===== src/rtl/chop_lo_pkg.sv =====
package chop_lo_pkg;

  // chop divider counts half periods of the divider-chain clock
  localparam int unsigned CHOP_CNT_W = 5;
  localparam logic [4:0] DIV_LOW_LONG = 5'h0C;
  localparam logic [4:0] DIV_LOW_SHORT = 5'h03;
  localparam logic [4:0] DIV_HIGH_LONG = 5'h10;
  localparam logic [4:0] DIV_HIGH_SHORT = 5'h04;
  localparam logic [4:0] CHOP_CNT_ONE = 5'h01;
  localparam logic [4:0] CHOP_CNT_RESET = 5'h00;

  // one sample period is two half periods of the divider-chain clock
  localparam logic [1:0] SYNC_HALVES = 2'h2;
  localparam logic [1:0] SYNC_CNT_ONE = 2'h1;
  localparam logic [1:0] SYNC_CNT_RESET = 2'h0;

  // clock-like pins, sampled as one synchroniser group
  localparam int unsigned CK_W = 4;
  localparam int unsigned CK_DIV = 0;
  localparam int unsigned CK_FAST = 1;
  localparam int unsigned CK_REF = 2;
  localparam int unsigned CK_TWICE = 3;

  // static level pins, sampled as a second group
  localparam int unsigned RELAY_W = 3;
  localparam int unsigned RELAY_IMP = 0;
  localparam int unsigned RELAY_ATTEN = 1;
  localparam int unsigned RELAY_GAIN = 2;
  localparam int unsigned LV_W = 7;
  localparam int unsigned LV_OCT = 0;
  localparam int unsigned LV_TC = 1;
  localparam int unsigned LV_PEAK_HI = 2;
  localparam int unsigned LV_PEAK_LO = 3;
  localparam int unsigned LV_RELAY = 4;

  // lo return pairs: inphase p, inphase n, quad p, quad n
  localparam int unsigned RET_W = 4;

  // timing
  localparam int unsigned CLK_PERIOD_NS = 10;
  localparam int unsigned LO_IDLE_NS = 2000;
  localparam int unsigned RET_FAULT_NS = 500;
  localparam int unsigned MON_CNT_W = 8;
  localparam logic [7:0] LO_IDLE_CYCLES =
    8'((LO_IDLE_NS + CLK_PERIOD_NS - 1) / CLK_PERIOD_NS);
  localparam logic [7:0] RET_FAULT_CYCLES =
    8'((RET_FAULT_NS + CLK_PERIOD_NS - 1) / CLK_PERIOD_NS);
  localparam logic [7:0] MON_CNT_ONE = 8'h01;
  localparam logic [7:0] MON_CNT_RESET = 8'h00;

  function automatic logic [4:0] chop_divisor(input logic oct_half,
                                              input logic short_tc);
    logic [4:0] div;
    div = oct_half ? (short_tc ? DIV_HIGH_SHORT : DIV_HIGH_LONG)
                   : (short_tc ? DIV_LOW_SHORT : DIV_LOW_LONG);
    return div;
  endfunction

endpackage


===== src/rtl/edge_sync.sv =====
`timescale 1ns/1ps
`default_nettype none
module edge_sync #(
  parameter int unsigned W = 1
) (
  input wire logic i_clk, // system clock
  input wire logic i_rst, // async reset, active high
  input wire logic [W-1:0] i_async, // pins from outside the domain
  output logic [W-1:0] o_level, // synchronised level
  output logic [W-1:0] o_rise, // one-cycle rising-edge pulse
  output logic [W-1:0] o_fall // one-cycle falling-edge pulse
);

  logic [W-1:0] meta_q;
  logic [W-1:0] level_q;
  logic [W-1:0] prev_q;

  always_ff @(posedge i_clk or posedge i_rst) begin
    if (i_rst) begin
      meta_q <= '0;
      level_q <= '0;
      prev_q <= '0;
    end else begin
      meta_q <= i_async;
      level_q <= meta_q;
      prev_q <= level_q;
    end
  end

  assign o_level = level_q;
  assign o_rise = level_q & ~prev_q;
  assign o_fall = ~level_q & prev_q;

endmodule // edge_sync
`default_nettype wire


===== src/rtl/chop_divider.sv =====
`timescale 1ns/1ps
`default_nettype none
module chop_divider
  import chop_lo_pkg::*;
(
  input wire logic i_clk, // system clock
  input wire logic i_rst, // async reset, active high
  input wire logic i_step, // one pulse per divider-chain half period
  input wire logic i_octave_half_sel, // upper half of octave
  input wire logic i_short_tc_sel, // short time constant
  output logic o_chop, // symmetric chop square wave
  output logic o_sync // high for one sample period
);

  logic [4:0] half_cnt_q;
  logic [4:0] half_cnt_d;
  logic chop_q;
  logic chop_d;
  logic sync_q;
  logic sync_d;
  logic [1:0] sync_cnt_q;
  logic [1:0] sync_cnt_d;

  wire [4:0] divisor =
    chop_divisor(i_octave_half_sel, i_short_tc_sel);
  // shrinking divisor mid-phase still wraps on the next step
  wire last_half = (half_cnt_q >= (divisor - CHOP_CNT_ONE));
  wire wrap = i_step & last_half;
  wire chop_rise = wrap & ~chop_q;
  wire sync_end = (sync_cnt_q == (SYNC_HALVES - SYNC_CNT_ONE));

  // each phase lasts divisor half periods, so odd divisors stay symmetric
  assign half_cnt_d = wrap ? CHOP_CNT_RESET
                    : (i_step ? half_cnt_q + CHOP_CNT_ONE : half_cnt_q);
  assign chop_d = wrap ? ~chop_q : chop_q;
  assign sync_d = chop_rise ? 1'b1
                : ((sync_q & i_step & sync_end) ? 1'b0 : sync_q);
  assign sync_cnt_d = chop_rise ? SYNC_CNT_RESET
                    : ((sync_q & i_step) ? sync_cnt_q + SYNC_CNT_ONE
                                         : sync_cnt_q);

  always_ff @(posedge i_clk or posedge i_rst) begin
    if (i_rst) begin
      half_cnt_q <= CHOP_CNT_RESET;
      chop_q <= 1'b0;
      sync_q <= 1'b0;
      sync_cnt_q <= SYNC_CNT_RESET;
    end else begin
      half_cnt_q <= half_cnt_d;
      chop_q <= chop_d;
      sync_q <= sync_d;
      sync_cnt_q <= sync_cnt_d;
    end
  end

  assign o_chop = chop_q;
  assign o_sync = sync_q;

endmodule // chop_divider
`default_nettype wire


===== src/rtl/chop_lo_generator.sv =====
// How it works
// chop derives from the 49-98 kHz divider clock by integer division
// lower octave half: divide by 12, or 3 with short time constant
// upper octave half: divide by 16, or 4 with short time constant
// chop is a symmetric square wave for every divisor
// sync output stays high exactly one data sample period
// chop is retimed on the 6-12 MHz divider clock before mixing
// chopped reference is chop XOR reference
// inphase flop on rising, quad on falling twice-ref edge, inverted data
// both lo drives leave as balanced pairs; returns terminate here
// impedance relay picks low-z attenuator or high-z preamp path
// host logic sets the 20 dB attenuator relay from reserve/sensitivity
// host logic sets the 20 dB gain relay from reserve/sensitivity
// overload flag goes low when either peak comparator trips
// host supplies three relay bits and reads the overload flag
// octave half select is low in lower half, high in upper half
// reset clears divider and true lo flops, sets the complement lo flops high; divisor follows current inputs
`timescale 1ns/1ps
`default_nettype none
module chop_lo_generator
  import chop_lo_pkg::*;
(
  input wire logic i_clk, // 100 MHz system clock
  input wire logic i_rst, // async reset, active high
  input wire logic i_div_chain_clk, // 49-98 kHz divider-chain output
  input wire logic i_fast_chain_clk, // 6-12 MHz divider-chain output
  input wire logic i_ref_freq, // reference-frequency square wave
  input wire logic i_twice_ref_clk, // twice the reference frequency
  input wire logic i_octave_half_sel, // high in upper half of octave
  input wire logic i_short_tc_sel, // short time constant selected
  input wire logic [2:0] i_relay_ctrl_bits, // relay bits from host
  input wire logic i_peak_hi_trip, // max-peak comparator exceeded
  input wire logic i_peak_lo_trip, // min-peak comparator exceeded
  input wire logic i_inphase_lo_return_p, // inphase return, true
  input wire logic i_inphase_lo_return_n, // inphase return, complement
  input wire logic i_quad_lo_return_p, // quad return, true
  input wire logic i_quad_lo_return_n, // quad return, complement
  output logic o_chop, // retimed chop square wave
  output logic o_chop_sync, // one sample period per chop cycle
  output logic o_chopped_ref, // reference chopped at the i.f.
  output logic o_inphase_lo_drive_p, // inphase lo, true
  output logic o_inphase_lo_drive_n, // inphase lo, complement
  output logic o_quad_lo_drive_p, // quad lo, true
  output logic o_quad_lo_drive_n, // quad lo, complement
  output logic o_high_z_path, // impedance relay: 1 high-z preamp
  output logic o_atten_relay, // 1 inserts 20 dB attenuation
  output logic o_gain_relay, // 1 inserts 20 dB gain
  output logic o_input_overload_n, // low while input overloaded
  output logic o_octave_half_status, // synchronised octave half
  output logic o_lo_active, // twice-ref clock is toggling
  output logic o_lo_return_fault // a return pair lost its balance
);

  // input synchronisers
  logic [CK_W-1:0] ck_level;
  logic [CK_W-1:0] ck_rise;
  logic [CK_W-1:0] ck_fall;
  logic [LV_W-1:0] lv_level;
  logic [RET_W-1:0] ret_level;

  edge_sync #(
    .W(CK_W)
  ) u_clk_sync (
    .i_clk(i_clk),
    .i_rst(i_rst),
    .i_async({i_twice_ref_clk, i_ref_freq, i_fast_chain_clk,
              i_div_chain_clk}),
    .o_level(ck_level),
    .o_rise(ck_rise),
    .o_fall(ck_fall)
  );

  edge_sync #(
    .W(LV_W)
  ) u_level_sync (
    .i_clk(i_clk),
    .i_rst(i_rst),
    .i_async({i_relay_ctrl_bits, i_peak_lo_trip, i_peak_hi_trip,
              i_short_tc_sel, i_octave_half_sel}),
    .o_level(lv_level),
    .o_rise(),
    .o_fall()
  );

  edge_sync #(
    .W(RET_W)
  ) u_return_sync (
    .i_clk(i_clk),
    .i_rst(i_rst),
    .i_async({i_quad_lo_return_n, i_quad_lo_return_p,
              i_inphase_lo_return_n, i_inphase_lo_return_p}),
    .o_level(ret_level),
    .o_rise(),
    .o_fall()
  );

  // decoded pin views
  wire div_half_step = ck_rise[CK_DIV] | ck_fall[CK_DIV];
  wire fast_tick = ck_rise[CK_FAST];
  wire ref_level = ck_level[CK_REF];
  wire twice_rise = ck_rise[CK_TWICE];
  wire twice_fall = ck_fall[CK_TWICE];
  wire twice_edge = twice_rise | twice_fall;
  wire oct_half = lv_level[LV_OCT];
  wire short_tc = lv_level[LV_TC];
  wire [RELAY_W-1:0] relay_bits = lv_level[LV_RELAY +: RELAY_W];
  wire overload_any = lv_level[LV_PEAK_HI] | lv_level[LV_PEAK_LO];

  // chop divider
  logic chop_raw;
  logic sync_raw;

  chop_divider u_chop_div (
    .i_clk(i_clk),
    .i_rst(i_rst),
    .i_step(div_half_step),
    .i_octave_half_sel(oct_half),
    .i_short_tc_sel(short_tc),
    .o_chop(chop_raw),
    .o_sync(sync_raw)
  );

  // chop retiming and reference chopping
  logic chop_q;
  logic chop_d;
  logic chop_sync_q;
  logic chopped_ref_q;
  logic chopped_ref_d;

  // chop only moves on a fast divider-chain edge
  assign chop_d = fast_tick ? chop_raw : chop_q;
  assign chopped_ref_d = chop_q ^ ref_level;

  always_ff @(posedge i_clk or posedge i_rst) begin
    if (i_rst) begin
      chop_q <= 1'b0;
    end else begin
      chop_q <= chop_d;
    end
  end

  always_ff @(posedge i_clk or posedge i_rst) begin
    if (i_rst) begin
      chop_sync_q <= 1'b0;
    end else begin
      chop_sync_q <= sync_raw;
    end
  end

  always_ff @(posedge i_clk or posedge i_rst) begin
    if (i_rst) begin
      chopped_ref_q <= 1'b0;
    end else begin
      chopped_ref_q <= chopped_ref_d;
    end
  end

  // quadrature lo flops
  logic inphase_q;
  logic inphase_d;
  logic quad_q;
  logic quad_d;
  logic inphase_n_q;
  logic quad_n_q;

  // opposite twice-ref edges give 90 degrees at the reference
  assign inphase_d = twice_rise ? chopped_ref_q : inphase_q;
  assign quad_d = twice_fall ? ~chopped_ref_q : quad_q;

  always_ff @(posedge i_clk or posedge i_rst) begin
    if (i_rst) begin
      inphase_q <= 1'b0;
    end else begin
      inphase_q <= inphase_d;
    end
  end

  always_ff @(posedge i_clk or posedge i_rst) begin
    if (i_rst) begin
      quad_q <= 1'b0;
    end else begin
      quad_q <= quad_d;
    end
  end

  always_ff @(posedge i_clk or posedge i_rst) begin
    if (i_rst) begin
      inphase_n_q <= 1'b1;
    end else begin
      inphase_n_q <= ~inphase_d;
    end
  end

  always_ff @(posedge i_clk or posedge i_rst) begin
    if (i_rst) begin
      quad_n_q <= 1'b1;
    end else begin
      quad_n_q <= ~quad_d;
    end
  end

  // relays and overload flag
  logic high_z_q;
  logic atten_q;
  logic gain_q;
  logic overload_n_q;
  logic oct_status_q;

  always_ff @(posedge i_clk or posedge i_rst) begin
    if (i_rst) begin
      high_z_q <= 1'b0;
    end else begin
      high_z_q <= relay_bits[RELAY_IMP];
    end
  end

  always_ff @(posedge i_clk or posedge i_rst) begin
    if (i_rst) begin
      atten_q <= 1'b0;
    end else begin
      atten_q <= relay_bits[RELAY_ATTEN];
    end
  end

  always_ff @(posedge i_clk or posedge i_rst) begin
    if (i_rst) begin
      gain_q <= 1'b0;
    end else begin
      gain_q <= relay_bits[RELAY_GAIN];
    end
  end

  always_ff @(posedge i_clk or posedge i_rst) begin
    if (i_rst) begin
      overload_n_q <= 1'b1;
    end else begin
      overload_n_q <= ~overload_any;
    end
  end

  always_ff @(posedge i_clk or posedge i_rst) begin
    if (i_rst) begin
      oct_status_q <= 1'b0;
    end else begin
      oct_status_q <= oct_half;
    end
  end

  // lo activity and return-pair monitors
  logic [MON_CNT_W-1:0] idle_cnt_q;
  logic [MON_CNT_W-1:0] idle_cnt_d;
  logic lo_active_q;
  logic [MON_CNT_W-1:0] ret_cnt_q;
  logic [MON_CNT_W-1:0] ret_cnt_d;
  logic ret_fault_q;

  wire idle_full = (idle_cnt_q >= LO_IDLE_CYCLES);
  // a balanced pair never shows equal levels for long
  wire ret_unbalanced = (ret_level[0] == ret_level[1])
                      | (ret_level[2] == ret_level[3]);
  wire ret_full = (ret_cnt_q >= RET_FAULT_CYCLES);

  assign idle_cnt_d = twice_edge ? MON_CNT_RESET
                    : (idle_full ? idle_cnt_q : idle_cnt_q + MON_CNT_ONE);
  assign ret_cnt_d = ~ret_unbalanced ? MON_CNT_RESET
                   : (ret_full ? ret_cnt_q : ret_cnt_q + MON_CNT_ONE);

  always_ff @(posedge i_clk or posedge i_rst) begin
    if (i_rst) begin
      idle_cnt_q <= LO_IDLE_CYCLES;
    end else begin
      idle_cnt_q <= idle_cnt_d;
    end
  end

  always_ff @(posedge i_clk or posedge i_rst) begin
    if (i_rst) begin
      lo_active_q <= 1'b0;
    end else begin
      lo_active_q <= ~(idle_cnt_d >= LO_IDLE_CYCLES);
    end
  end

  always_ff @(posedge i_clk or posedge i_rst) begin
    if (i_rst) begin
      ret_cnt_q <= MON_CNT_RESET;
    end else begin
      ret_cnt_q <= ret_cnt_d;
    end
  end

  always_ff @(posedge i_clk or posedge i_rst) begin
    if (i_rst) begin
      ret_fault_q <= 1'b0;
    end else begin
      ret_fault_q <= (ret_cnt_d >= RET_FAULT_CYCLES);
    end
  end

  // outputs
  assign o_chop = chop_q;
  assign o_chop_sync = chop_sync_q;
  assign o_chopped_ref = chopped_ref_q;
  assign o_inphase_lo_drive_p = inphase_q;
  assign o_inphase_lo_drive_n = inphase_n_q;
  assign o_quad_lo_drive_p = quad_q;
  assign o_quad_lo_drive_n = quad_n_q;
  assign o_high_z_path = high_z_q;
  assign o_atten_relay = atten_q;
  assign o_gain_relay = gain_q;
  assign o_input_overload_n = overload_n_q;
  assign o_octave_half_status = oct_status_q;
  assign o_lo_active = lo_active_q;
  assign o_lo_return_fault = ret_fault_q;

endmodule // chop_lo_generator
`default_nettype wire


===== config.mk =====
export PLATFORM = sky130hd
export DESIGN_NAME = chop_lo_generator
export DESIGN_NICKNAME = d
export VERILOG_FILES = /design/src/rtl/chop_lo_pkg.sv /design/src/rtl/edge_sync.sv /design/src/rtl/chop_divider.sv /design/src/rtl/chop_lo_generator.sv
export SDC_FILE = /design/constraint.sdc
export NUM_CORES = 1
export LEC_CHECK = 0
export ABC_AREA = 1
export BUFFER_PORTS_ARGS = -buffer_cell sky130_fd_sc_hd__buf_2
export CORE_MARGIN = 4
export CORE_UTILIZATION = 60
export CTS_BUF_LIST = sky130_fd_sc_hd__clkbuf_4 sky130_fd_sc_hd__clkbuf_8
export CTS_CLUSTER_DIAMETER = 50
export DETAILED_ROUTE_END_ITERATION = 8
export GPL_TIMING_DRIVEN = 1
export PLACE_DENSITY_LB_ADDON = 0.15
export SETUP_SLACK_MARGIN = 0.1
export SYNTH_ARGS = -nofsm -noshare
export SYNTH_HDL_FRONTEND = slang
export SYNTH_SLANG_ARGS = --single-unit

===== constraint.sdc =====
create_clock -name i_clk -period 2.95 [get_ports i_clk]
set_clock_uncertainty 0.2 [all_clocks]
set_input_delay 0.295 -clock i_clk [delete_from_list [all_inputs] [get_ports i_clk]]
set_output_delay 0.295 -clock i_clk [all_outputs]
set_load 0.01 [all_outputs]

==> impl_results.md, run 1 <==
* Num ports at 31
* Dpl hpwl at 2980 µm
* Startpoint Class: flop
* Post-CTS setup buffers at 0
* Sequential fraction of the synthesis area at 0.646
* P&R area growth vs syn at 20.3%
* Commonest non-fill, non-tap cell in the layout: dfrtp_1
* Final Cycle Share at 0.640
* Initial Utilization at 0.631
* Crit Path Max Fanout at 4
* Placed Cells at 350
* Total track usage at 0.178
* CP endpoint kind: flop
* CTS Sinks at 72
* Pwr Total at 0.00241 W
* Fin crit period at 1.89 ns
* R2R depth at 9
* Crit-path cells: or2_2 > ha_1 > nand4_1 > nand4_1 > nand2_1 > inv_2 > nand2_1 > nand2_1 > inv_1
* FILL cells at 290
* Leak pwr at 1.81 nW
* ANT cells at 0
* Die footprint at 5830 µm²
* Library cells used by synthesis at 26
* Routed WL at 4410 µm
* Crit path from: u_level_sync.o_level[1]
* Maxcap violations at 0
* Critical Path Most Common Cell: nand2_1
* VDD IR max at 459 µV
* Initial antenna violation count at 0
* CTS root buf: clkbuf_8
* Status: finished, final reports clean
* Sequential cell area at 1810 µm²
* Hold_buf cts at 16
* Vias at 1,822
* Synth area leaders: dfrtp_1, nand2_1, inv_1
* Global placer's final weighted congestion at 0.801
* Via density at 4.77
* Worst path slowest cell: dfrtp_1
* H-tree depth at 3
* Vias in the first global route at 1,864
* Post-DRT Antenna Nets at 0
* Yosys Warn Count at 0
* Initial DRC Count at 101
* Mapped Area at 2800 µm²
* Post-synth EDFFs at 0
* Die Wd at 76.3 µm
* WL/cell at 11.5 µm
* Ys flop type: dfrtp_1
* Worst setup endpoint: u_chop_div.sync_cnt_q[1]
* Clock latency on the worst-skew pair at 0.34 ns
* Drt drc at 0
* Row count at 24
* Fmax at 529 MHz
* Flops & latches, synth at 72
* Post-layout nets at 354
* Clock transition at path regs at 0.08 ns
* CTS tree: built
* Die Span Y at 76.3 µm
* Setup TNS at 0 ns
* Unrepaired setup endpoints after global routing: no
* DP Worst Slack at 1.05 ns
* Top cell type's share of synthesized area at 0.589
* Setup ws final at 1.06 ns
* First-pass GRT wire length at 8160 µm
* Worst path max stage delay at 0.39 ns
* Max-slew violations at 0
* Final core occ at 0.758
* Worst-case clock buffer depth at 2
* Setup CP Type: reg2reg
* Global route overflow at 0
* Total CTS buffers at 9
* Area occupied by multi-input gates at 787 µm²
* Largest net degree at the start of global routing at 64
* CTS resizes at 0
* Finished Layout Cells at 382
* IO Port Bufs at 30
* Fin. Hold Viols at 0
* Final setup vio count at 0
* Critical path required time at 2.99 ns
* Reg-to-reg slack, setup at 1.06 ns
* Share of cells above drive strength 1 at 0.209
* Synthesized instance count at 268
* Critical Path AT at 1.93 ns
* Most frequent cells in the layout: dfrtp_1, nand2_1, inv_1
* Syn_area_per_cell at 10.5 µm²
* CORE AREA at 4440 µm²
* Crit Reg-Reg Endpoint: u_chop_div.sync_cnt_q[1]
* Hold WC Path Type: reg2reg
* Synthesized Nets at 297
* Cell taking the most area after synthesis: dfrtp_1
* Async SR Flop Fraction at 1.00
* Pwr/cell area at 715 nW/µm²
* Pre-antenna DRT Iters at 4
* R2R Path Start: u_level_sync.o_level[1]
logic make-up after synthesis:
group / synth area share
xor+xnor: 0.0219
other cells: 0.00134
flops: 0.646
simple gates: 0.163
compound gates: 0.0415
buf+inv: 0.0737
fa+ha+maj: 0.0536
worst min-delay path by stage:
stage	startpoint	endpoint	slack (ns)	depth (start not counted)
after floorplan	i_div_chain_clk	u_clk_sync.meta_q[0]	0.13	0
after global placement	i_rst	u_level_sync.meta_q[1]	0.03	2
after detailed placement	i_rst	u_level_sync.meta_q[1]	0.03	2
after CTS	u_clk_sync.meta_q[1]	u_clk_sync.o_level[1]	0.15	0
after global routing	u_clk_sync.meta_q[0]	u_clk_sync.o_level[0]	0.16	0
final	u_clk_sync.meta_q[1]	u_clk_sync.o_level[1]	0.15	0
registers in the layout, indices dropped and copies added, names as in the netlist, 2 cells and up:
signal,count
u_level_sync.meta_q,7
u_clk_sync.meta_q,4
u_return_sync.meta_q,4
u_return_sync.o_level,4
u_chop_div.sync_cnt_q,2
u_level_sync.o_level,7
u_clk_sync.o_level,4
idle_cnt_q,8
ret_cnt_q,8
u_clk_sync.prev_q,3
u_chop_div.half_cnt_q,5
routing by layer:
layer | share of wire | track usage | vias up
met5 | 0 | 0 | -
met4 | 0.011 | 0.0743 | 0
met2 | 0.47 | 0.280 | 38
met1 | 0.47 | 0.224 | 838
li1 | - | - | 940
met3 | 0.052 | 0.0615 | 6
synthesized netlist by cell type (6+ instances only):
| library cell | count |
|---|---|
| dfrtp_1 | 66 |
| nand2_1 | 50 |
| inv_1 | 49 |
| nand3_1 | 16 |
| ha_1 | 12 |
| nor2_1 | 12 |
| o21ai_0 | 11 |
| a21oi_1 | 7 |
| nand4_1 | 7 |
| xor2_1 | 7 |
| dfstp_2 | 6 |
critical path: cells and delay by family, from the launching register on:
| kind | cells | cell delay (ns) |
|---|---|---|
| adders and majority gates | 1 | 0.29 |
| buffers and inverters | 2 | 0.12 |
| DFF | 1 | 0.39 |
| and+or+nand+nor | 6 | 0.79 |
power by group:
group	leakage (nW)	internal [W]	switching (W)	total [W]
clock network	0.0823	0.000317	0.000355	0.000672
logic	0.868	0.000206	0.000283	0.000489
registers	0.863	0.00114	0.000113	0.00125
metrics by stage:
stage	hold WS, ns	cell area [µm²]
final	0.148	3370
after global routing	0.160	3370
after CTS	0.151	3370
after detailed placement	0.0283	3030
after global placement	0.0263	3030
after floorplan	0.126	2800
layout make-up:
type,instances,area share
timing repair buffer,47,0.0980
clock inverter,6,0.0134
tap,52,0.0193
sequential,72,0.537
clock buffer,10,0.0390
multi-input combinational,141,0.233
inverter,54,0.0601
No activity file was read; power rests on OpenSTA's default activity.
==> run 2: changes to the inputs <==
ABC_AREA = 0   (was 1)
CORE_UTILIZATION = 54   (was 60)
clock period = 1.7 ns   (was 2.95 ns; I/O delays follow)
==> impl_results.md, run 2 <==
* Setup TNS at -0.589 ns (was 0 ns)
* CTS Sinks at 72 (unchanged)
* Library cells used by synthesis at 41 (was 26)
* Crit Path Max Fanout at 3 (was 4)
* ANT cells at 0 (unchanged)
* Cell taking the most area after synthesis: dfrtp_1 (unchanged)
* Initial Utilization at 0.565 (was 0.631)
* Async SR Flop Fraction at 1.00 (unchanged)
* Most frequent cells after synthesis: dfrtp_1, inv_1, nor2_1 (was dfrtp_1, nand2_1, inv_1)
* Worst path depth at 7 (was 9)
* Leak pwr at 1.72 nW (was 1.81 nW)
* CP endpoint kind: flop (unchanged)
* Clock transition at path regs at 0.08 ns (about the same)
* Post-DRT Antenna Nets at 0 (unchanged)
* VDD IR max at 1200 µV (was 459 µV)
* CORE AREA at 4790 µm² (was 4440 µm²)
* Die Span Y at 78.8 µm (was 76.3 µm)
* Global placer's final weighted congestion at 0.884 (was 0.801)
* R2R Path Start: u_level_sync.o_level[0] (was u_level_sync.o_level[1])
* Clock latency on the worst-skew pair at 0.34 ns (about the same)
* Vias in the first global route at 1,898 (was 1,864)
* Setup CP Type: reg2reg (unchanged)
* Flops & latches, synth at 72 (unchanged)
* Total track usage at 0.188 (was 0.178)
* Share of cells above drive strength 1 at 0.387 (was 0.209)
* Final Cycle Share at 1.08 (was 0.640)
* Most frequent cells in the layout: dfrtp_1, buf_2, buf_4 (was dfrtp_1, nand2_1, inv_1)
* Global route overflow at 0 (unchanged)
* Die Wd at 78.8 µm (was 76.3 µm)
* Worst path slowest cell: dfrtp_1 (unchanged)
* Post-layout nets at 324 (was 354)
* WL/cell at 14.0 µm (was 11.5 µm)
* CP delay by family, top: simple AND/OR/NAND/NOR gates (unchanged)
* DP Worst Slack at -0.162 ns (was 1.05 ns)
* Synth area leaders: dfrtp_1, dfstp_2, ha_1 (was dfrtp_1, nand2_1, inv_1)
* Yosys Warn Count at 0 (unchanged)
* Fmax at 544 MHz (was 529 MHz)
* Pre-antenna DRT Iters at 4 (unchanged)
* Drt drc at 0 (unchanged)
* Post-synth EDFFs at 0 (unchanged)
* Initial DRC Count at 48 (was 101)
* Slew @ Worst Pin at 0.531 ns
* Crit-path cells: nand2b_1 > ha_4 > nor2b_2 > o21ai_2 > nand2_2 > or2_4 > a22o_1 (was or2_2 > ha_1 > nand4_1 > nand4_1 > nand2_1 > inv_2 > nand2_1 > nand2_1 > inv_1)
* Worst-case clock buffer depth at 2 (unchanged)
* Critical path required time at 1.73 ns (was 2.99 ns)
* Setup ws final at -0.138 ns (was 1.06 ns)
* Crit Reg-Reg Endpoint: u_chop_div.sync_cnt_q[0] (was u_chop_div.sync_cnt_q[1])
* Worst setup endpoint: u_chop_div.sync_cnt_q[0] (was u_chop_div.sync_cnt_q[1])
* Synthesized instance count at 212 (was 268)
* Crit path from: u_level_sync.o_level[0] (was u_level_sync.o_level[1])
* Maxcap violations at 0 (unchanged)
* H-tree depth at 3 (unchanged)
* Vias at 1,794 (was 1,822)
* Final setup vio count at 10 (was 0)
* Pwr/cell area at 1350 nW/µm² (was 715 nW/µm²)
* Hold WC Path Type: in2async (was reg2reg)
* Status: complete, but fails checks (was finished, final reports clean)
* Top flop regs: idle_cnt_q (8), ret_cnt_q (8) (unchanged)
* Most common cell in the synthesized netlist: dfrtp_1 (unchanged)
* R2R depth at 7 (was 9)
* Routed WL at 5140 µm (was 4410 µm)
* Synthesized Nets at 241 (was 297)
* Worst relative slew slack at 0.645
* IO Port Bufs at 30 (unchanged)
* CP bufs+invs at 0 (was 2)
* Initial antenna violation count at 0 (unchanged)
* Dpl hpwl at 3010 µm (was 2980 µm)
* Sequential fraction of the synthesis area at 0.669 (was 0.646)
* CTS root buf: clkbuf_8 (unchanged)
* Failing checks: setup timing
* Worst path max stage delay at 0.39 ns (about the same)
* Largest net degree at the start of global routing at 53 (was 64)
* Die footprint at 6210 µm² (was 5830 µm²)
* Row count at 25 (was 24)
* Top cell type's share of synthesized area at 0.611 (was 0.589)
* First-pass GRT wire length at 8760 µm (was 8160 µm)
* Critical Path AT at 1.87 ns (was 1.93 ns)
* Finished Layout Cells at 367 (was 382)
* Commonest non-fill, non-tap cell in the layout: dfrtp_1 (unchanged)
* Syn_area_per_cell at 12.8 µm² (was 10.5 µm²)
* Max-slew violations at 0 (unchanged)
* Fin crit period at 1.84 ns (was 1.89 ns)
* Mapped Area at 2710 µm² (was 2800 µm²)
* Ys flop type: dfrtp_1 (unchanged)
* Fin. Hold Viols at 0 (unchanged)
* CTS tree: built (unchanged)
* Startpoint Class: flop (unchanged)
* P&R area growth vs syn at 38.2% (was 20.3%)
* Total CTS buffers at 9 (unchanged)
* Via density at 4.89 (was 4.77)
* Unrepaired setup endpoints after global routing: yes (was no)
* Reg-to-reg slack, setup at -0.14 ns (was 1.06 ns)
* Num ports at 31 (unchanged)
* Placed Cells at 327 (was 350)
## run 2: cell types whose count changed after synthesis, sizes merged, moves of 6 or more
cell and change:
nand2b +6, inv -36, nand3 -10, xnor2 +7, nand4 -6, nand2 -43
## run 2: worst min-delay path by stage
stage	start	endpoint	slack, ns	cells past startpoint
floorplan	i_div_chain_clk	u_clk_sync.meta_q[0]	0.001	0
global placement	i_rst	u_clk_sync.meta_q[1]	-0.09	2
detailed placement	i_rst	u_clk_sync.meta_q[1]	-0.09	2
CTS	i_rst	u_clk_sync.meta_q[1]	0.08	3
global route	i_rst	u_clk_sync.meta_q[1]	0.12	3
finish	i_rst	u_clk_sync.meta_q[1]	0.13	3
## run 2: metal layers
| layer | global-route usage | wire length, µm | vias up |
|---|---|---|---|
| li1 | - | - | 879 |
| met4 | 0.0524 | 74 | 0 |
| met5 | 0 | 0 | - |
| met3 | 0.0726 | 268 | 8 |
| met2 | 0.322 | 2690 | 41 |
| met1 | 0.221 | 2110 | 866 |
## run 2: power breakdown
group,switching (W),total [W],internal (W)
Sequential,0.000202,0.00220,0.00200
Clock,0.000667,0.00151,0.000846
Combinational,0.000679,0.00135,0.000667
Total,0.00155,0.00506,0.00351
## run 2: logic make-up after synthesis
kind of cell,Yosys count,synth area share
DFF,72,0.669
and+or+nand+nor,59,0.109
AOI/OAI and AO/OA,32,0.0810
buffers and inverters,19,0.0264
adders and majority gates,12,0.0555
xor gates and xnor gates,12,0.0389
muxes,5,0.0190
other,1,0.00139
## run 2: tightest hold or removal path: stages
cell,delay (ns)
dlygate4sd3_1,0.55
buf_2,0.15
clkinvlp_4,0.18
## run 2: area by class of cell
class,count,area (µm²)
sequential,72,1810
fill,301,1050
multi-input combinational,121,1000
timing repair buffer,73,544
clock buffer,9,124
clock inverter,7,103
tap,67,83.8
inverter,18,71.3
## run 2: per-stage QoR
stage	hold WS, ns	instance area (µm²)	utilization	total power [W]
2_1_floorplan	0.00143	2730	-	0.00285
3_3_place_gp	-0.0922	3110	0.650	0.00322
3_5_place_dp	-0.0885	3110	0.650	0.00327
4_1_cts	0.0775	3580	0.749	0.00494
5_1_grt	0.121	3740	0.781	0.00538
6_report	0.134	3740	0.781	0.00506
## run 2: timing repair
action                                 4_1_cts  5_1_grt
cloned                                       0        0
endpoints found under the hold margin       81        0
hold buffers                                16        0
buffers inserted                             5        3
pin swaps                                   11       10
resized for setup                           11       28
setup endpoints to repair                   13       18
